[src/design/clk_mode_pkg.sv]
// Package: register map, field layout, reset values and carrier types of the clock mode block
package clk_mode_pkg;

  localparam int ADDR_W = 10;
  localparam int DATA_W = 8;

  // Register offsets
  localparam logic [ADDR_W-1:0] OFS_LOOP_POWER_POLARITY = 10'h010;
  localparam logic [ADDR_W-1:0] OFS_OSC_CALIBRATION     = 10'h018;
  localparam logic [ADDR_W-1:0] OFS_REFERENCE_ENABLE    = 10'h01c;
  localparam logic [ADDR_W-1:0] OFS_PRE_DIVIDER_RATIO   = 10'h1e0;
  localparam logic [ADDR_W-1:0] OFS_SOURCE_ROUTE        = 10'h1e1;
  localparam logic [ADDR_W-1:0] OFS_UPDATE_STROBE       = 10'h232;
  localparam logic [ADDR_W-1:0] OFS_NVM_STORE           = 10'h2f0;
  localparam logic [ADDR_W-1:0] OFS_MODE_STATUS         = 10'h2f1;

  // Field positions
  localparam int PWR_LSB    = 0;
  localparam int POL_BIT    = 7;
  localparam int CAL_BIT    = 0;
  localparam int REF_LSB    = 0;
  localparam int RATIO_LSB  = 0;
  localparam int BYP_BIT    = 0;
  localparam int SRC_BIT    = 1;
  localparam int UPD_BIT    = 0;
  localparam int STORE_BIT  = 0;
  localparam int ST_NVM_BIT = 0;
  localparam int ST_LOOP_BIT = 1;
  localparam int ST_INT_BIT = 2;
  localparam int ST_CAL_BIT = 3;

  // Loop power codes
  localparam logic [1:0] PWR_NORMAL = 2'b00;
  localparam logic [1:0] PWR_DOWN   = 2'b01;

  // Pre-divider codes and ratios
  localparam logic [2:0] RATIO_CODE_DEFAULT = 3'h0;
  localparam logic [2:0] RATIO_DEFAULT      = 3'h2;
  localparam logic [2:0] RATIO_MIN          = 3'h1;
  localparam logic [2:0] RATIO_MAX          = 3'h6;

  // Reset values
  localparam logic [7:0] RST_LOOP_POWER_POLARITY = 8'h01;
  localparam logic [7:0] RST_OSC_CALIBRATION     = 8'h00;
  localparam logic [7:0] RST_REFERENCE_ENABLE    = 8'h00;
  localparam logic [7:0] RST_PRE_DIVIDER_RATIO   = 8'h00;
  localparam logic [7:0] RST_SOURCE_ROUTE        = 8'h00;
  localparam logic [7:0] RD_ZERO                 = 8'h00;

  // Software-visible configuration image
  typedef struct packed {
    logic [7:0] loop_power_polarity_ctrl;
    logic [7:0] osc_calibration_ctrl;
    logic [7:0] reference_input_enable;
    logic [7:0] pre_divider_ratio;
    logic [7:0] source_route_select;
  } cfg_type;

  localparam cfg_type CFG_RESET = '{
    loop_power_polarity_ctrl: RST_LOOP_POWER_POLARITY,
    osc_calibration_ctrl:     RST_OSC_CALIBRATION,
    reference_input_enable:   RST_REFERENCE_ENABLE,
    pre_divider_ratio:        RST_PRE_DIVIDER_RATIO,
    source_route_select:      RST_SOURCE_ROUTE
  };

  // Decoded controls toward the analog clock path
  typedef struct packed {
    logic       loop_on;
    logic       internal_osc_select;
    logic       divider_bypass;
    logic [2:0] prediv_ratio;
    logic       phase_detector_negative;
    logic       internal_osc_power;
    logic       external_to_prescaler;
    logic [2:0] reference_enable;
  } mode_type;

endpackage : clk_mode_pkg

[src/design/cfg_nvm_store.sv]
// Nonvolatile image of the configuration, written on a store pulse
`timescale 1ns/10ps
module cfg_nvm_store #(
  parameter int IMG_W = 40
) (
  input  wire logic             core_clk,
  input  wire logic             por_n,
  input  wire logic             store,
  input  wire logic [IMG_W-1:0] image_in,
  output logic      [IMG_W-1:0] image_out,
  output logic                  image_valid
);

  logic [IMG_W-1:0] image_q;
  logic             valid_q;

  ////////////////////////////////////////////////////////////////////////////
  // Cell contents survive chip reset; only the power-on reset input por_n clears validity
  always_ff @(posedge core_clk or negedge por_n) begin
    if (!por_n) begin
      valid_q <= 1'b0;
    end else if (store) begin
      valid_q <= 1'b1;
    end
  end

  // Data cells carry no reset, as a real nonvolatile array would not
  always_ff @(posedge core_clk) begin
    if (store) begin
      image_q <= image_in;
    end
  end

  assign image_out   = image_q;
  assign image_valid = valid_q;

endmodule : cfg_nvm_store

[src/design/clock_source_mode_config.sv]
// Clock source and mode configuration: staged and active registers, decode, calibration start
//
// Contract
// - After reset: loop powered down, external clock selected, routed through pre-divider.
// - Loop power field 00b runs the loop, 01b powers it down.
// - Source-select bit one picks internal oscillator, zero picks external input.
// - Bypass bit one feeds source directly, zero feeds it through pre-divider.
// - Polarity bit zero is positive phase detector polarity, one is negative.
// - Loop on with external source powers off internal oscillator, feeds prescaler.
// - Configuration can be saved to nonvolatile storage and restored after reset; power-on reset (por_n) discards it.
`timescale 1ns/10ps
module clock_source_mode_config (
  input  wire logic                            core_clk,
  input  wire logic                            rst_n,
  input  wire logic                            por_n,
  input  wire logic [clk_mode_pkg::ADDR_W-1:0] reg_addr,
  input  wire logic [clk_mode_pkg::DATA_W-1:0] reg_wdata,
  input  wire logic                            reg_wr,
  input  wire logic                            reg_rd,
  output logic      [clk_mode_pkg::DATA_W-1:0] reg_rdata,
  output clk_mode_pkg::mode_type               mode,
  output logic                                 cal_start
);
  import clk_mode_pkg::*;

  localparam int IMG_W = $bits(cfg_type);

  cfg_type          staged_q;
  cfg_type          staged_d;
  cfg_type          active_q;
  cfg_type          active_d;
  mode_type         mode_q;
  mode_type         mode_d;
  logic [DATA_W-1:0] rdata_q;
  logic [DATA_W-1:0] rdata_d;
  logic             restore_q;
  logic             cal_start_q;
  logic             cal_seen_q;
  logic [IMG_W-1:0] nvm_image;
  logic             nvm_valid;
  cfg_type          nvm_cfg;

  ////////////////////////////////////////////////////////////////////////////
  // Address decode
  // Full-width compare; a short decode would alias into unmapped space
  wire hit_pwr    = (reg_addr == OFS_LOOP_POWER_POLARITY);
  wire hit_cal    = (reg_addr == OFS_OSC_CALIBRATION);
  wire hit_ref    = (reg_addr == OFS_REFERENCE_ENABLE);
  wire hit_ratio  = (reg_addr == OFS_PRE_DIVIDER_RATIO);
  wire hit_route  = (reg_addr == OFS_SOURCE_ROUTE);
  wire hit_upd    = (reg_addr == OFS_UPDATE_STROBE);
  wire hit_store  = (reg_addr == OFS_NVM_STORE);
  wire hit_status = (reg_addr == OFS_MODE_STATUS);

  // Update and store are self-clearing strobes, never held as state
  wire update_pulse = reg_wr && hit_upd && reg_wdata[UPD_BIT];
  wire store_pulse  = reg_wr && hit_store && reg_wdata[STORE_BIT];
  wire restore_now  = restore_q && nvm_valid;

  assign nvm_cfg = cfg_type'(nvm_image);

  ////////////////////////////////////////////////////////////////////////////
  // Staged registers: software writes land here and do nothing yet
  always_comb begin
    staged_d = staged_q;
    if (restore_now) begin
      staged_d = nvm_cfg;
    end else if (reg_wr) begin
      if (hit_pwr) begin
        staged_d.loop_power_polarity_ctrl = reg_wdata;
      end
      if (hit_cal) begin
        staged_d.osc_calibration_ctrl = reg_wdata;
      end
      if (hit_ref) begin
        staged_d.reference_input_enable = reg_wdata;
      end
      if (hit_ratio) begin
        staged_d.pre_divider_ratio = reg_wdata;
      end
      if (hit_route) begin
        staged_d.source_route_select = reg_wdata;
      end
    end
  end

  // Active registers follow the staged set only on an update
  always_comb begin
    active_d = active_q;
    if (restore_now) begin
      active_d = nvm_cfg;
    end else if (update_pulse) begin
      active_d = staged_q;
    end
  end

  ////////////////////////////////////////////////////////////////////////////
  // Ratio decode: 1..6 pass as coded, 0 and the unused code give two
  // Unused code seven falls back to two rather than an undefined ratio
  function automatic logic [2:0] ratio_of(input logic [2:0] code);
    logic [2:0] r;
    r = RATIO_DEFAULT;
    if (code >= RATIO_MIN && code <= RATIO_MAX) begin
      r = code;
    end
    return r;
  endfunction : ratio_of

  // Decode of the active settings into clock path controls
  // Codes 10b and 11b also count as off; only 00b runs the loop
  wire [1:0] pwr_code  = active_q.loop_power_polarity_ctrl[PWR_LSB +: 2];
  wire       loop_on   = (pwr_code == PWR_NORMAL);
  wire       int_sel   = active_q.source_route_select[SRC_BIT];
  wire       cal_bit   = active_q.osc_calibration_ctrl[CAL_BIT];
  wire       cal_staged = staged_q.osc_calibration_ctrl[CAL_BIT];

  always_comb begin
    mode_d                         = mode_q;
    mode_d.loop_on                 = loop_on;
    mode_d.internal_osc_select     = int_sel;
    mode_d.divider_bypass          = active_q.source_route_select[BYP_BIT];
    mode_d.prediv_ratio            = ratio_of(active_q.pre_divider_ratio[RATIO_LSB +: 3]);
    mode_d.phase_detector_negative = active_q.loop_power_polarity_ctrl[POL_BIT];
    // Internal oscillator only draws power when it is the source and the loop runs
    mode_d.internal_osc_power      = loop_on && int_sel;
    mode_d.external_to_prescaler   = loop_on && !int_sel;
    mode_d.reference_enable        = active_q.reference_input_enable[REF_LSB +: 3];
  end

  ////////////////////////////////////////////////////////////////////////////
  // Read mux: update strobe reads zero, unmapped offsets read zero
  // Reads return the staged copy, so software sees what it wrote
  // even before an update moves it into the clock path
  always_comb begin
    rdata_d = RD_ZERO;
    if (hit_pwr) begin
      rdata_d = staged_q.loop_power_polarity_ctrl;
    end else if (hit_cal) begin
      rdata_d = staged_q.osc_calibration_ctrl;
    end else if (hit_ref) begin
      rdata_d = staged_q.reference_input_enable;
    end else if (hit_ratio) begin
      rdata_d = staged_q.pre_divider_ratio;
    end else if (hit_route) begin
      rdata_d = staged_q.source_route_select;
    end else if (hit_status) begin
      rdata_d[ST_NVM_BIT]  = nvm_valid;
      rdata_d[ST_LOOP_BIT] = mode_q.loop_on;
      rdata_d[ST_INT_BIT]  = mode_q.internal_osc_select;
      rdata_d[ST_CAL_BIT]  = cal_seen_q;
    end
  end

  ////////////////////////////////////////////////////////////////////////////
  // Configuration state; reset values give the plain distribution mode
  // Restore is armed by reset and taken on the first edge after release,
  // so a write on that same edge is lost when a stored image is valid;
  // software should leave one idle cycle after reset before writing
  always_ff @(posedge core_clk or negedge rst_n) begin
    if (!rst_n) begin
      staged_q  <= CFG_RESET;
      active_q  <= CFG_RESET;
      restore_q <= 1'b1;
    end else begin
      staged_q  <= staged_d;
      active_q  <= active_d;
      restore_q <= 1'b0; // Stored image is taken once, one edge after release
    end
  end

  // Registered outputs toward the clock path and the read port
  always_ff @(posedge core_clk or negedge rst_n) begin
    if (!rst_n) begin
      mode_q  <= '0;
      rdata_q <= RD_ZERO;
    end else begin
      mode_q <= mode_d;
      if (reg_rd) begin
        rdata_q <= rdata_d;
      end
    end
  end

  // Calibration fires on a rising transfer of the bit, not on every update;
  // a repeated update with the bit still set would otherwise retune the loop
  // Restore never starts a calibration; software must retune after it
  always_ff @(posedge core_clk or negedge rst_n) begin
    if (!rst_n) begin
      cal_start_q <= 1'b0;
      cal_seen_q  <= 1'b0;
    end else begin
      cal_start_q <= update_pulse && !restore_now && cal_staged && !cal_bit;
      if (cal_start_q) begin
        cal_seen_q <= 1'b1;
      end
    end
  end

  ////////////////////////////////////////////////////////////////////////////
  // Nonvolatile copy of the active configuration
  // Active set is saved, so a half-written staged set never lands in the image
  cfg_nvm_store #(
    .IMG_W (IMG_W)
  ) u_nvm (
    .core_clk    (core_clk),
    .por_n       (por_n),
    .store       (store_pulse),
    .image_in    (IMG_W'(active_q)),
    .image_out   (nvm_image),
    .image_valid (nvm_valid)
  );

  assign mode      = mode_q;
  assign reg_rdata = rdata_q;
  assign cal_start = cal_start_q;

endmodule : clock_source_mode_config

[config.mk]
export PLATFORM = sky130hd
export DESIGN_NAME = clock_source_mode_config
export DESIGN_NICKNAME = d
export VERILOG_FILES = /design/src/design/clk_mode_pkg.sv /design/src/design/cfg_nvm_store.sv /design/src/design/clock_source_mode_config.sv
export SDC_FILE = /design/constraint.sdc
export NUM_CORES = 1
export LEC_CHECK = 0
export ABC_AREA = 1
export BUFFER_PORTS_ARGS = -buffer_cell sky130_fd_sc_hd__buf_2
export CORE_ASPECT_RATIO = 1.75
export CORE_MARGIN = 1
export CORE_UTILIZATION = 60
export DETAILED_ROUTE_END_ITERATION = 16
export HOLD_SLACK_MARGIN = 0.06
export PLACE_DENSITY = 0.9
export SYNTH_ARGS = -nofsm -noshare
export SYNTH_HDL_FRONTEND = slang
export SYNTH_SLANG_ARGS = --single-unit
[constraint.sdc]
create_clock -name core_clk -period 3 [get_ports core_clk]
set_input_delay 0.3 -clock core_clk [delete_from_list [all_inputs] [get_ports core_clk]]
set_output_delay 0.3 -clock core_clk [all_outputs]
set_load 0.005 [all_outputs]
Word-level counts from Yosys, hierarchy flattened
Cells that the tools add are included.

Order comparisons: 2. Equality and inequality tests: 8. Mux-type cells: 17. Reduce and logical (&&, ||, !) cells: 27.

Operators with widths (number): $mux 40 (4); $mux 8 (9); $eq 10x10->1 const B (3); $eq 10x5->1 const B (3); $eq 10x9->1 const B (2); $reduce_bool 2->1 (7); $mux 4 (3); $logic_and 1x1->1 (11); $reduce_and 2->1 (5); $ge 3x1->1 const B (1); $le 3x3->1 const B (1); $logic_not 1->1 (3); $mux 3 (1); $logic_not 2->1 (1).

Flip-flop bits (word level): 144. Input port bits: 23. Output and inout bits: 21. Logic and storage cells: 78.

Longest topological paths before layout
Gate-level depths: netlist (run 1).

Depth in word-level cells: 7. Depth in mapped cells: 11. Depth with buffers taken out: 11.

Cells and area by module
Synthesis (run 1) repeated with hierarchy kept, for this count alone.

Cells, all modules: 616. Area total of the unflattened synthesis: 6054.6 um^2.

Modules (own cells, without submodules): clock_source_mode_config (times used 1, cells an instance 572, area each 4817.1 um^2, seq. area each 2581.2 um^2); cfg_nvm_store (times used 1, cells an instance 44, area each 1237.4 um^2, seq. area each 1226.2 um^2).

Worst setup path before layout (run 1)
No wires, ideal clock.

Path kind: input-to-reg. Start: input reg_addr[8] (netlist name). End: register u_nvm.image_q[0], in the netlist u_nvm.image_out[0], enable pin. Library setup time: 489 ps. Arrival time: 3482 ps. Data required time: 2511 ps. Slack: -971 ps. Stages: 5. Path buffers: 0. Path through: inv_1 -> nand2_1 -> nor2_1 -> nand2_1 -> nor3_1.

Cells in the longest elaborated chain, start to end: 3.

RTL lines: start, declared (RTL line clock_source_mode_config.sv:16) `input wire logic [clk_mode_pkg::ADDR_W-1:0] reg_addr,`; $eq 10x10->1 (RTL line clock_source_mode_config.sv:52) `wire hit_store = (reg_addr == OFS_NVM_STORE);`; $logic_and 1x1->1 (2 in a row) (RTL line clock_source_mode_config.sv:57) `wire store_pulse = reg_wr && hit_store && reg_wdata[STORE_BIT];`; via store_pulse (RTL line clock_source_mode_config.sv:57); end signal, assigned (RTL line cfg_nvm_store.sv:30) `image_q <= image_in;`; end, declared (RTL line cfg_nvm_store.sv:14) `logic [IMG_W-1:0] image_q;`.

The timed path passes the listed nets, and every way through them passes these cells. A chain may end at the register's enable or synchronous reset.

Final worst setup path (run 1)
Start: register restore_q. End: register active_q[38] (netlist name).

Cells in the longest elaborated chain, start to end: 2. Elaborated cells on any way between the ends: 3. Classes of those cells: mux (1); reduce/logical (2).

RTL lines: start, declared (RTL line clock_source_mode_config.sv:36) `logic restore_q;`; start signal, assigned (RTL line clock_source_mode_config.sv:163) `restore_q <= 1'b1;`; start signal, assigned (RTL line clock_source_mode_config.sv:167) `restore_q <= 1'b0;`; $logic_and 1x1->1 (*) (RTL line clock_source_mode_config.sv:58) `wire restore_now = restore_q && nvm_valid;`; $mux 40 or $reduce_bool 2->1 (tied branches); end signal, assigned (RTL line clock_source_mode_config.sv:166) `active_q <= active_d;`; end, declared (RTL line clock_source_mode_config.sv:30) `cfg_type active_q;`.

Every way passes the cells marked *; elsewhere a longest branch is shown, timed or not.

==> load_flow_metrics.sql, run 1 <==
INSERT INTO impl_metrics (metric_group, metric, value, unit) VALUES
('drt', 'drt-pass1-iter-count', '6', ''),
('place', 'hpwlAfterDp', '10.3', 'mm'),
('clock_tree', 'cts_tree', 'yes', ''),
('yosys', 'synth.most_common_cell', 'sky130_fd_sc_hd__nand2_1', ''),
('grt', 'overflow', '0', ''),
('setup_path', 'worst_setup_path_end_kind', 'flip-flop', ''),
('yosys', 'synth_commonest_cells', 'sky130_fd_sc_hd__nand2_1, sky130_fd_sc_hd__dfrtp_1, sky130_fd_sc_hd__nor2_1, sky130_fd_sc_hd__edfxtp_1, sky130_fd_sc_hd__o211ai_1', ''),
('timing', 'fin_crit_sh', '0.735', ''),
('power', 'p_leak', '3.26', 'nW'),
('yosys', 'synth_edf_count', '40', ''),
('floorplanning', 'die_height', '135', 'um'),
('place', 'place.gp.congestion', '0.947', ''),
('setup_path', 'startpoint_type', 'flip-flop', ''),
('finish', 'post_route_cells_drive_above_1_share', '0.171', ''),
('floorplanning', 'core.rowCount', '48', ''),
('status', 'outcome', 'finished, final reports clean', ''),
('drt', 'drt-vias-per-instance', '6.06', ''),
('finish', 'nets', '684', ''),
('setup_path', 'crit_fanout', '26', ''),
('power', 'vdd_drop_max', '0.000536', 'V'),
('drt', 'wire_per_inst', '19.4', 'um'),
('setup_path', 'worst-endpoint-arrival', '2510', 'ps'),
('place', 'buffers_on_ports', '43', ''),
('setup_path', 'worst-setup-path-type', 'flip-flop to flip-flop', ''),
('grt', 'grt_pass1_wl', '25.0', 'mm'),
('drt', 'post-route-drc-count', '0', ''),
('clock_tree', 'ctsHtreeMaxLevel', '4', ''),
('timing', 'fin_crit', '2210', 'ps'),
('grt', 'grt_max_degree', '54', ''),
('timing', 'hold_viol', '0', ''),
('timing', 'setup_viol', '0', ''),
('setup_path', 'worst-endpoint-required', '3310', 'ps'),
('yosys', 'syn-instance-count', '608', ''),
('place', 'placed_cells', '765', ''),
('yosys', 'post_synth_instance_area', '6080', 'um^2'),
('grt', 'antenna_found_initial', '0', ''),
('setup_path', 'critical_path_buf_inv_count', '2', ''),
('clock_tree', 'clkSlewWorstSetupHoldPaths', '60', 'ps'),
('setup_path', 'slowest_stage', 'sky130_fd_sc_hd__dfstp_2', ''),
('grt', 'grt_pass1_vias', '5040', ''),
('floorplanning', 'floorplan.initialDensity', '0.618', ''),
('clock_tree', 'tritoncts.num_buffers', '17', ''),
('floorplanning', 'fp.coreArea', '9850', 'um^2'),
('finish', 'finalNonFillerCells', '799', ''),
('yosys', 'synth.net_count', '631', ''),
('yosys', 'syn-mean-instance-area', '10.0', 'um^2'),
('place', 'preCtsSetupSlack', '612', 'ps'),
('clock_tree', 'cts-root-buf', 'sky130_fd_sc_hd__clkbuf_16', ''),
('yosys', 'synth.top_cell.area_share', '0.415', ''),
('yosys', 'netlist.top_cell.by_area', 'sky130_fd_sc_hd__dfrtp_1', ''),
('setup_path', 'crit_path_max_incr_delay', '530', 'ps'),
('clock_tree', 'clkLatencyLatePin', '430', 'ps'),
('drt', 'postRouteAntennaNets', '0', ''),
('timing', 'worst_case_setup_margin_in_the_final_layout', '794', 'ps'),
('finish', 'area_growth_syn_to_layout', '15.1', '%'),
('setup_path', 'critical_path.top_delay_family', 'buffers and inverters', ''),
('drt', 'total_detailed_routing_wirelength', '15.5', 'mm'),
('finish', 'total_non_filler_cell_area_in_the_finished_layout', '7000', 'um^2'),
('floorplanning', 'fp.dieW', '78.1', 'um'),
('timing', 'fmaxAchievable', '453', 'MHz'),
('timing', 'rsz0062_at_grt', 'no', ''),
('clock_tree', 'cts-resized-gates', '0', ''),
('timing', 'clock_skew', '7.95', 'ps'),
('timing', 'setup_tns', '0', 'ps'),
('yosys', 'synth.ff_latch_count', '144', ''),
('yosys', 'synth.yosys.seq_area_share', '0.626', ''),
('hold_path', 'min-delay-path-class', 'primary input to asynchronous set/reset pin', ''),
('floorplanning', 'io-pin-count', '44', ''),
('yosys', 'synth_async_sr_flop_share', '0.722', ''),
('timing', 'report.final.slew_viol_count', '0', ''),
('yosys', 'synth.yosys.warnings', '0', '');
-- registers in the layout, indices dropped and copies added, names as in the netlist --
signal and count:
restore_q 1, reg_rdata 8, u_nvm.image_valid 1, cal_seen_q 1, mode 12, staged_q 39, active_q 40, cal_start 1
cal_staged 1, u_nvm.image_out 40
-- layout make-up --
cell class | instances | area, um^2
Sequential cell | 144 | 3810
Fill cell | 692 | 2850
Multi-Input combinational cell | 404 | 2010
Clock buffer | 20 | 457
Timing Repair Buffer | 52 | 303
Inverter | 42 | 163
Tap cell | 125 | 156
Clock inverter | 12 | 106
-- through the flow --
step	util	hold slack, ps	total power, mW
2_1_floorplan	-	4.41	2.55
3_3_place_gp	0.652	77.5	2.69
3_5_place_dp	0.652	76.5	2.72
4_1_cts	0.711	179	4.73
5_1_grt	0.711	192	4.88
6_report	0.711	180	4.72
-- final timing paths --
path                       cells past startpoint                     start                       endpoint  slack [ps]
min                                            2                     por_n  u_nvm.image_valid$_DFFE_PN0P_         180
min reg2reg                                    0  active_q[17]$_DFFE_PN0P_              mode[1]$_DFF_PN0_         410
max                                            6       restore_q$_DFF_PN1_       active_q[38]$_DFFE_PN0P_         790
min in group core_clk                          3                    reg_rd       reg_rdata[0]$_DFFE_PN0P_         200
max reg2reg                                    6       restore_q$_DFF_PN1_       active_q[38]$_DFFE_PN0P_         790
max in group asynchronous                      3                     rst_n       staged_q[10]$_DFFE_PN0P_        1780
-- cells by family after synthesis --
kind of cell / Yosys count / synth area share
AO/OA/AOI/OAI: 102 / 0.114
buffers and inverters: 60 / 0.0452
other: 1 / 0.000616
flip-flops: 144 / 0.626
AND/OR/NAND/NOR: 301 / 0.215
-- cell usage in the layout, fill, tap and decap left out, types with 2 or more instances in the layout --
| cell | n |
|---|---|
| sky130_fd_sc_hd__o211ai_1 | 39 |
| sky130_fd_sc_hd__inv_4 | 2 |
| sky130_fd_sc_hd__edfxtp_1 | 40 |
| sky130_fd_sc_hd__nor2_4 | 6 |
| sky130_fd_sc_hd__inv_1 | 35 |
| sky130_fd_sc_hd__a21oi_1 | 4 |
| sky130_fd_sc_hd__nand4_1 | 11 |
| sky130_fd_sc_hd__clkbuf_8 | 2 |
| sky130_fd_sc_hd__o21ai_0 | 17 |
| sky130_fd_sc_hd__nor3_1 | 5 |
| sky130_fd_sc_hd__or2_2 | 2 |
| sky130_fd_sc_hd__nand2_2 | 5 |
| sky130_fd_sc_hd__o21ai_1 | 5 |
| sky130_fd_sc_hd__buf_2 | 42 |
| sky130_fd_sc_hd__inv_2 | 6 |
| sky130_fd_sc_hd__nand2_1 | 187 |
| sky130_fd_sc_hd__dfrtp_1 | 101 |
| sky130_fd_sc_hd__dfstp_2 | 3 |
| sky130_fd_sc_hd__clkinv_2 | 3 |
| sky130_fd_sc_hd__dlygate4sd3_1 | 2 |
| sky130_fd_sc_hd__nand3b_1 | 3 |
| sky130_fd_sc_hd__clkbuf_16 | 17 |
| sky130_fd_sc_hd__a21boi_0 | 2 |
| sky130_fd_sc_hd__nor2_1 | 60 |
| sky130_fd_sc_hd__nand3_1 | 12 |
| sky130_fd_sc_hd__o221ai_1 | 6 |
| sky130_fd_sc_hd__nor2_2 | 3 |
| sky130_fd_sc_hd__buf_4 | 7 |
| sky130_fd_sc_hd__inv_6 | 4 |
| sky130_fd_sc_hd__clkinvlp_4 | 3 |
| sky130_fd_sc_hd__a31oi_1 | 25 |
-- per-layer routing --
metal,vias to the layer above,wire length (um),track usage
met5,-,0,0
met1,2346,5610,0.369
met4,0,829,0.202
li1,2179,-,-
met2,240,8100,0.542
met3,74,937,0.0707
-- repair_timing --
item | CTS | global route
setup buffers | 0 | 0
hold buffers | 2 | 0
endpoints found under the hold margin | 50 | 0
-- worst register-to-register path: stages, from the launching register on --
cell and delay [ps]:
sky130_fd_sc_hd__dfstp_2 530, sky130_fd_sc_hd__nand2_2 250, sky130_fd_sc_hd__inv_2 520, sky130_fd_sc_hd__buf_4 360, sky130_fd_sc_hd__nor2_1 110, sky130_fd_sc_hd__o21ai_0 230, sky130_fd_sc_hd__nand2_1 100
-- report_power, final --
| part | internal [mW] | leakage [nW] | total [mW] | switching, mW |
|---|---|---|---|---|
| clock network | 1.19 | 0.274 | 2.02 | 0.832 |
| logic | 0.155 | 1.59 | 0.382 | 0.227 |
| registers | 2.19 | 1.39 | 2.32 | 0.129 |
Power figures use the tool's default switching activity.
==> inputs of run 2 (changes only) <==
--- a/config.mk
+++ b/config.mk
@@ -9,10 +9,10 @@
 export BUFFER_PORTS_ARGS = -buffer_cell sky130_fd_sc_hd__buf_2
 export CORE_ASPECT_RATIO = 1.75
 export CORE_MARGIN = 1
-export CORE_UTILIZATION = 60
+export CORE_UTILIZATION = 54
 export DETAILED_ROUTE_END_ITERATION = 16
 export HOLD_SLACK_MARGIN = 0.06
-export PLACE_DENSITY = 0.9
+export PLACE_DENSITY = 0.86
 export SYNTH_ARGS = -nofsm -noshare
 export SYNTH_HDL_FRONTEND = slang
 export SYNTH_SLANG_ARGS = --single-unit
==> constraint.sdc (replaced) <==
create_clock -name core_clk -period 2 [get_ports core_clk]
set_input_delay 0.2 -clock core_clk [delete_from_list [all_inputs] [get_ports core_clk]]
set_output_delay 0.2 -clock core_clk [all_outputs]
set_load 0.005 [all_outputs]
==> run 2 against run 1 <==
Worst hold slack got worse by 84 ps. Global-route usage decreased by 2.3 points. Flip-flop and latch count did not move. Combinational power up 53%. Setup slack worse by 500 ps. Critical path depth unchanged. Sequential share of layout area fell by 0.68 points. Wire length about the same. Register-to-register slack lost 500 ps. Critical path type unchanged. Critical endpoint is now active_q[20]$_DFFE_PN0P_. Largest power group unchanged.
==> load_flow_metrics.sql, run 2 (synthesis gave the netlist of run 1 again) <==
INSERT INTO impl_metrics (metric_group, metric, value, unit) VALUES
('status', 'outcome', 'finished, final reports clean', ''),
('setup_path', 'worst-endpoint-required', '2320', 'ps'),
('timing', 'hold_viol', '0', ''),
('drt', 'post-route-drc-count', '0', ''),
('clock_tree', 'cts.sink_count', '144', ''),
('timing', 'clock_skew', '10.1', 'ps'),
('clock_tree', 'tritoncts.num_buffers', '17', ''),
('clock_tree', 'clkSlewWorstSetupHoldPaths', '60', 'ps'),
('setup_path', 'startpoint_type', 'flip-flop', ''),
('drt', 'drt-pass1-iter-count', '6', ''),
('floorplanning', 'die_height', '142', 'um'),
('power', 'p_leak', '3.30', 'nW'),
('place', 'preCtsSetupSlack', '286', 'ps'),
('drt', 'postRouteAntennaNets', '0', ''),
('timing', 'setup_tns', '0', 'ps'),
('flow_run', 'cap_viol_max_count', '0', ''),
('finish', 'insertedDiodeCount', '0', ''),
('clock_tree', 'cts_buffer_depth', '2', ''),
('place', 'placed_cells', '775', ''),
('clock_tree', 'cts_hold_bufs', '2', ''),
('setup_path', 'worst-setup-path-type', 'flip-flop to flip-flop', ''),
('floorplanning', 'die-area', '11700', 'um^2'),
('grt', 'antenna_found_initial', '0', ''),
('grt', 'groute.usage.overall', '0.298', ''),
('hold_path', 'min-delay-path-class', 'primary input to asynchronous set/reset pin', ''),
('grt', 'overflow', '0', ''),
('finish', 'post_route_cells_drive_above_1_share', '0.184', ''),
('grt', 'grt_pass1_vias', '5262', ''),
('timing', 'hold-worst-slack', '96.5', 'ps'),
('grt', 'grt_max_degree', '54', ''),
('setup_path', 'worst_setup_path_end_kind', 'flip-flop', ''),
('power', 'vdd_drop_max', '0.000772', 'V'),
('floorplanning', 'fp.dieW', '82.2', 'um'),
('finish', 'total_non_filler_cell_area_in_the_finished_layout', '7090', 'um^2'),
('drt', 'wire_per_inst', '19.1', 'um'),
('clock_tree', 'cts-resized-gates', '0', ''),
('place', 'hpwlAfterDp', '10.2', 'mm'),
('grt', 'grt_pass1_wl', '25.4', 'mm'),
('finish', 'finalNonFillerCells', '809', ''),
('clock_tree', 'cts-root-buf', 'sky130_fd_sc_hd__clkbuf_16', ''),
('floorplanning', 'floorplan.initialDensity', '0.562', ''),
('timing', 'timing.max_slew.rel_slack', '0.466', ''),
('finish', 'nets', '689', ''),
('timing', 'setup_viol', '0', ''),
('floorplanning', 'core.rowCount', '50', ''),
('clock_tree', 'cts_tree', 'yes', ''),
('timing', 'rsz0062_at_grt', 'no', ''),
('finish', 'final_common_cell', 'sky130_fd_sc_hd__nand2_1', ''),
('drt', 'detail_route.iter0.violations', '583', ''),
('setup_path', 'register_to_register_setup_slack', '300', 'ps'),
('setup_path', 'ff2ff_path_depth', '6', ''),
('timing', 'fin_crit', '1700', 'ps'),
('clock_tree', 'ctsHtreeMaxLevel', '4', ''),
('finish', 'post-route-util', '0.655', ''),
('finish', 'layout_common_cells', 'sky130_fd_sc_hd__nand2_1, sky130_fd_sc_hd__dfrtp_1, sky130_fd_sc_hd__nor2_1, sky130_fd_sc_hd__buf_2, sky130_fd_sc_hd__edfxtp_1', ''),
('clock_tree', 'postCtsSetupBuffers', '0', ''),
('drt', 'vias', '4924', ''),
('power', 'p_per_area', '1000', 'nW/um^2'),
('timing', 'tightest_slew', '801', 'ps'),
('timing', 'fmaxAchievable', '587', 'MHz'),
('timing', 'fin_crit_sh', '0.851', ''),
('drt', 'drt-vias-per-instance', '6.09', ''),
('floorplanning', 'fp.coreArea', '10800', 'um^2'),
('setup_path', 'worstReg2RegStart', 'u_nvm.image_valid$_DFFE_PN0P_', ''),
('floorplanning', 'io-pin-count', '44', ''),
('timing', 'report.final.slew_viol_count', '0', ''),
('place', 'place.gp.congestion', '0.936', ''),
('setup_path', 'reg2reg_to', 'active_q[20]$_DFFE_PN0P_', ''),
('finish', 'area_growth_syn_to_layout', '16.6', '%'),
('setup_path', 'worst-endpoint-arrival', '2020', 'ps'),
('place', 'post_dp_cell_area', '6500', 'um^2'),
('clock_tree', 'clkLatencyLatePin', '430', 'ps'),
('drt', 'total_detailed_routing_wirelength', '15.5', 'mm'),
('timing', 'worst_case_setup_margin_in_the_final_layout', '297', 'ps'),
('setup_path', 'crit_fanout', '53', ''),
('power', 'post-layout-total-power', '7.12', 'mW'),
('place', 'buffers_on_ports', '43', '');
## run 2: worst max-delay path by stage
stage                                   from                           end  slack (ps)  cells past startpoint
5_1_grt        u_nvm.image_valid$_DFFE_PN0P_      active_q[20]$_DFFE_PN0P_         230                      6
4_1_cts        u_nvm.image_valid$_DFFE_PN0P_      active_q[20]$_DFFE_PN0P_         360                      6
2_1_floorplan                    reg_addr[8]  u_nvm.image_out[0]$_DFFE_PP_          20                      5
3_3_place_gp                     reg_addr[8]      staged_q[28]$_DFFE_PN0P_         350                      9
3_5_place_dp                     reg_addr[6]      staged_q[22]$_DFFE_PN0P_         290                      9
6_report       u_nvm.image_valid$_DFFE_PN0P_      active_q[20]$_DFFE_PN0P_         300                      6
## run 2: worst max-delay path, cell delays in order (launching register included)
cell	delay, ps
sky130_fd_sc_hd__dfrtp_1	400
sky130_fd_sc_hd__nand2_2	110
sky130_fd_sc_hd__buf_12	260
sky130_fd_sc_hd__nand2_2	130
sky130_fd_sc_hd__inv_2	360
sky130_fd_sc_hd__nand2_1	150
sky130_fd_sc_hd__o211ai_1	160
## run 2: final cells by class
class,instances,area [um^2]
Sequential cell,144,3810
Fill cell,793,3730
Multi-Input combinational cell,404,2020
Clock buffer,18,439
Timing Repair Buffer,57,365
Inverter,42,163
Tap cell,130,163
Clock inverter,14,131
## run 2: metal layers
layer | track usage | part of all wire | up-vias
met4 | 0.210 | 0.059 | 0
met3 | 0.0731 | 0.065 | 88
met1 | 0.329 | 0.36 | 2374
met5 | 0 | 0 | -
li1 | - | - | 2192
met2 | 0.489 | 0.52 | 270
## run 2: report_power, final
| part | internal [mW] | switching [mW] |
|---|---|---|
| clock | 1.76 | 1.29 |
| sequential | 3.29 | 0.197 |
| combinational | 0.237 | 0.347 |
==> inputs of run 3 (changes only) <==
--- a/config.mk
+++ b/config.mk
@@ -7,12 +7,15 @@
 export LEC_CHECK = 0
 export ABC_AREA = 1
 export BUFFER_PORTS_ARGS = -buffer_cell sky130_fd_sc_hd__buf_2
+export CAP_MARGIN = 20
 export CORE_ASPECT_RATIO = 1.75
 export CORE_MARGIN = 1
 export CORE_UTILIZATION = 54
 export DETAILED_ROUTE_END_ITERATION = 16
 export HOLD_SLACK_MARGIN = 0.06
 export PLACE_DENSITY = 0.86
+export REMOVE_ABC_BUFFERS = 1
 export SYNTH_ARGS = -nofsm -noshare
 export SYNTH_HDL_FRONTEND = slang
+export SYNTH_HIERARCHICAL = 1
 export SYNTH_SLANG_ARGS = --single-unit
==> run 3 against run 2 <==
Cell count rose by 0.74%. Total power fell by 2.2%. Clock power rose by 3%. Die area fell by 0.47%. Setup slack got worse by 49 ps. Global-route usage fell by 0.50 points. Critical endpoint is now staged_q[9]$_DFFE_PN0P_. Design area rose by 0.25%.
==> load_flow_metrics.sql, run 3 <==
INSERT INTO impl_metrics (metric_group, metric, value, unit) VALUES
('timing', 'setup_tns', '0', 'ps'),
('yosys', 'synth.top_cell.area_share', '0.417', ''),
('setup_path', 'crit_fanout', '39', ''),
('power', 'intPower', '5.28', 'mW'),
('yosys', 'most_area_consuming_cells_after_synthesis', 'sky130_fd_sc_hd__dfrtp_1, sky130_fd_sc_hd__edfxtp_1, sky130_fd_sc_hd__nand2_1', ''),
('floorplanning', 'core.rowCount', '50', ''),
('timing', 'fin_crit_sh', '0.876', ''),
('clock_tree', 'cts_tree', 'yes', ''),
('finish', 'multiInputGateArea', '1970', 'um^2'),
('finish', 'layout_common_cells', 'sky130_fd_sc_hd__nand2_1, sky130_fd_sc_hd__dfrtp_1, sky130_fd_sc_hd__nor2_1, sky130_fd_sc_hd__inv_1, sky130_fd_sc_hd__buf_2', ''),
('finish', 'post-route-util', '0.657', ''),
('clock_tree', 'ctsHtreeMaxLevel', '4', ''),
('finish', 'post_route_cells_drive_above_1_share', '0.166', ''),
('power', 'share_seq_of_total_power', '0.476', ''),
('power', 'switchingPower', '1.68', 'mW'),
('clock_tree', 'cts-root-buf', 'sky130_fd_sc_hd__clkbuf_16', ''),
('drt', 'vias', '4870', ''),
('yosys', 'synth_edf_count', '40', ''),
('drt', 'detail_route.iter0.violations', '555', ''),
('grt', 'groute.usage.overall', '0.293', ''),
('clock_tree', 'cts.sink_count', '144', ''),
('setup_path', 'worst-endpoint-required', '2320', 'ps'),
('yosys', 'synth.ff_latch_count', '144', ''),
('timing', 'fin_crit', '1750', 'ps'),
('timing', 'report.final.slew_viol_count', '0', ''),
('clock_tree', 'clkLatencyLatePin', '410', 'ps'),
('yosys', 'synth.yosys.warnings', '6', ''),
('finish', 'nets', '695', ''),
('yosys', 'synth.most_common_cell', 'sky130_fd_sc_hd__nand2_1', ''),
('floorplanning', 'floorplan.initialDensity', '0.559', ''),
('hold_path', 'min-delay-path-class', 'primary input to flip-flop', ''),
('finish', 'insertedDiodeCount', '0', ''),
('clock_tree', 'clkSlewWorstSetupHoldPaths', '60', 'ps'),
('power', 'switching_share', '0.242', ''),
('timing', 'clock_skew', '5.08', 'ps'),
('setup_path', 'startpoint_type', 'flip-flop', ''),
('finish', 'final_common_cell', 'sky130_fd_sc_hd__nand2_1', ''),
('floorplanning', 'die_height', '142', 'um'),
('finish', 'area_growth_syn_to_layout', '17.4', '%'),
('timing', 'rsz0062_at_grt', 'no', ''),
('timing', 'setup_viol', '0', ''),
('clock_tree', 'tritoncts.num_buffers', '17', ''),
('finish', 'sequential_cell_area', '3810', 'um^2'),
('floorplanning', 'fp.coreArea', '10800', 'um^2'),
('power', 'clkPwrFrac', '0.452', ''),
('drt', 'total_detailed_routing_wirelength', '15.5', 'mm'),
('timing', 'hold_viol', '0', ''),
('drt', 'postRouteAntennaNets', '0', ''),
('yosys', 'post_synth_instance_area', '6050', 'um^2'),
('flow_run', 'cap_viol_max_count', '0', ''),
('power', 'p_per_area', '979', 'nW/um^2'),
('yosys', 'synth_async_sr_flop_share', '0.722', ''),
('floorplanning', 'io-pin-count', '44', ''),
('drt', 'drt-vias-per-instance', '5.98', ''),
('yosys', 'netlist.top_cell.by_area', 'sky130_fd_sc_hd__dfrtp_1', ''),
('drt', 'drt-pass1-iter-count', '5', ''),
('timing', 'fmaxAchievable', '571', 'MHz'),
('setup_path', 'worst-setup-path-type', 'flip-flop to flip-flop', ''),
('clock_tree', 'cts-resized-gates', '0', ''),
('setup_path', 'worst_setup_path_end_kind', 'flip-flop', ''),
('yosys', 'synth_commonest_cells', 'sky130_fd_sc_hd__nand2_1, sky130_fd_sc_hd__dfrtp_1, sky130_fd_sc_hd__nor2_1, sky130_fd_sc_hd__inv_1, sky130_fd_sc_hd__edfxtp_1', ''),
('power', 'vdd_drop_max', '0.000928', 'V'),
('timing', 'tightest_slew', '528', 'ps'),
('place', 'buffers_on_ports', '43', ''),
('finish', 'fill_cells', '767', ''),
('yosys', 'dominantRegCellSynth', 'sky130_fd_sc_hd__dfrtp_1', ''),
('grt', 'grt_max_degree', '44', ''),
('grt', 'grt_pass1_wl', '24.8', 'mm'),
('yosys', 'syn-instance-count', '616', ''),
('timing', 'timing.max_slew.rel_slack', '0.647', ''),
('drt', 'wire_per_inst', '19.1', 'um'),
('status', 'outcome', 'finished, final reports clean', ''),
('grt', 'antenna_found_initial', '0', ''),
('setup_path', 'worst-endpoint-arrival', '2080', 'ps'),
('power', 'pwr-share-comb', '0.072', ''),
('place', 'hpwlAfterDp', '10.7', 'mm'),
('drt', 'post-route-drc-count', '0', ''),
('floorplanning', 'fp.dieW', '82.0', 'um'),
('floorplanning', 'die-area', '11700', 'um^2'),
('power', 'p_leak', '3.24', 'nW'),
('clock_tree', 'cts_buffer_depth', '2', ''),
('grt', 'overflow', '0', ''),
('grt', 'grt_pass1_vias', '5027', ''),
('power', 'post-layout-total-power', '6.96', 'mW'),
('yosys', 'synth.lib_cells_used.distinct', '32', ''),
('yosys', 'synth.yosys.seq_area_share', '0.629', ''),
('yosys', 'syn-mean-instance-area', '9.83', 'um^2'),
('place', 'place.gp.congestion', '0.966', '');
-- run 3: cells by family (layout without fill, tap and decap cells) --
family	Yosys count	in the layout	share of synthesized area
AOI/OAI and AO/OA	100	100	0.109
DFF	144	144	0.629
other	1	1	0.000619
buffers and inverters	69	138	0.0477
and+or+nand+nor	302	302	0.214
-- run 3: timing repair --
item                      4_1_cts  5_1_grt
buffers inserted                0        0
hold buffers                    2        0
hold endpoints to repair       26        0
-- run 3: power by group through the flow --
stage          sequential (mW)  clock (mW)  combinational [mW]
2_1_floorplan             3.33           0               0.262
3_3_place_gp              3.35           0               0.470
3_5_place_dp              3.36           0               0.489
4_1_cts                   3.31        3.15               0.501
5_1_grt                   3.33        3.27               0.557
6_report                  3.31        3.15               0.502
-- run 3: routing by layer --
metal | track usage | part of all wire
met1 | 0.337 | 0.37
met2 | 0.494 | 0.52
met3 | 0.0590 | 0.054
met4 | 0.168 | 0.056
met5 | 0 | 0
-- run 3: worst paths after layout --
kind	slack, ps	start	cells past startpoint	to
worst min-delay path	70	reg_wdata[2]	3	staged_q[26]$_DFFE_PN0P_
min in group asynchronous	100	por_n	2	u_nvm/image_valid$_DFFE_PN0P_
max in group asynchronous	1160	rst_n	3	active_q[10]$_DFFE_PN0P_
worst max-delay path	250	u_nvm/image_valid$_DFFE_PN0P_	6	staged_q[9]$_DFFE_PN0P_
worst min register to register	400	active_q[39]$_DFFE_PN0P_	0	mode[5]$_DFF_PN0_
worst max register to register	250	u_nvm/image_valid$_DFFE_PN0P_	6	staged_q[9]$_DFFE_PN0P_
-- run 3: layout make-up --
cell class	instances	area share
Tap cell	130	0.0229
Multi-Input combinational cell	403	0.276
Clock inverter	12	0.0187
Clock buffer	20	0.0642
Inverter	46	0.0243
Timing Repair Buffer	60	0.0581
Sequential cell	144	0.535
-- run 3: critical path, stage by stage, from the launching register on --
cell and delay (ps):
sky130_fd_sc_hd__dfrtp_1 410, sky130_fd_sc_hd__nand2_2 170, sky130_fd_sc_hd__clkinv_1 170, sky130_fd_sc_hd__buf_12 200, sky130_fd_sc_hd__nor2_1 440, sky130_fd_sc_hd__nand2_1 130
sky130_fd_sc_hd__o211ai_1 120
-- run 3: through the flow --
stage / hold WS, ps / setup WS [ps] / cells / cell area (um^2)
3_5_place_dp: -15.1 / 198 / 781 / 6500
3_3_place_gp: -13.7 / 247 / 781 / 6500
4_1_cts: 60.5 / 296 / 815 / 7110
2_1_floorplan: -95.6 / -1850 / 593 / 5940
5_1_grt: 80.9 / 135 / 815 / 7110
6_report: 66.9 / 248 / 815 / 7110
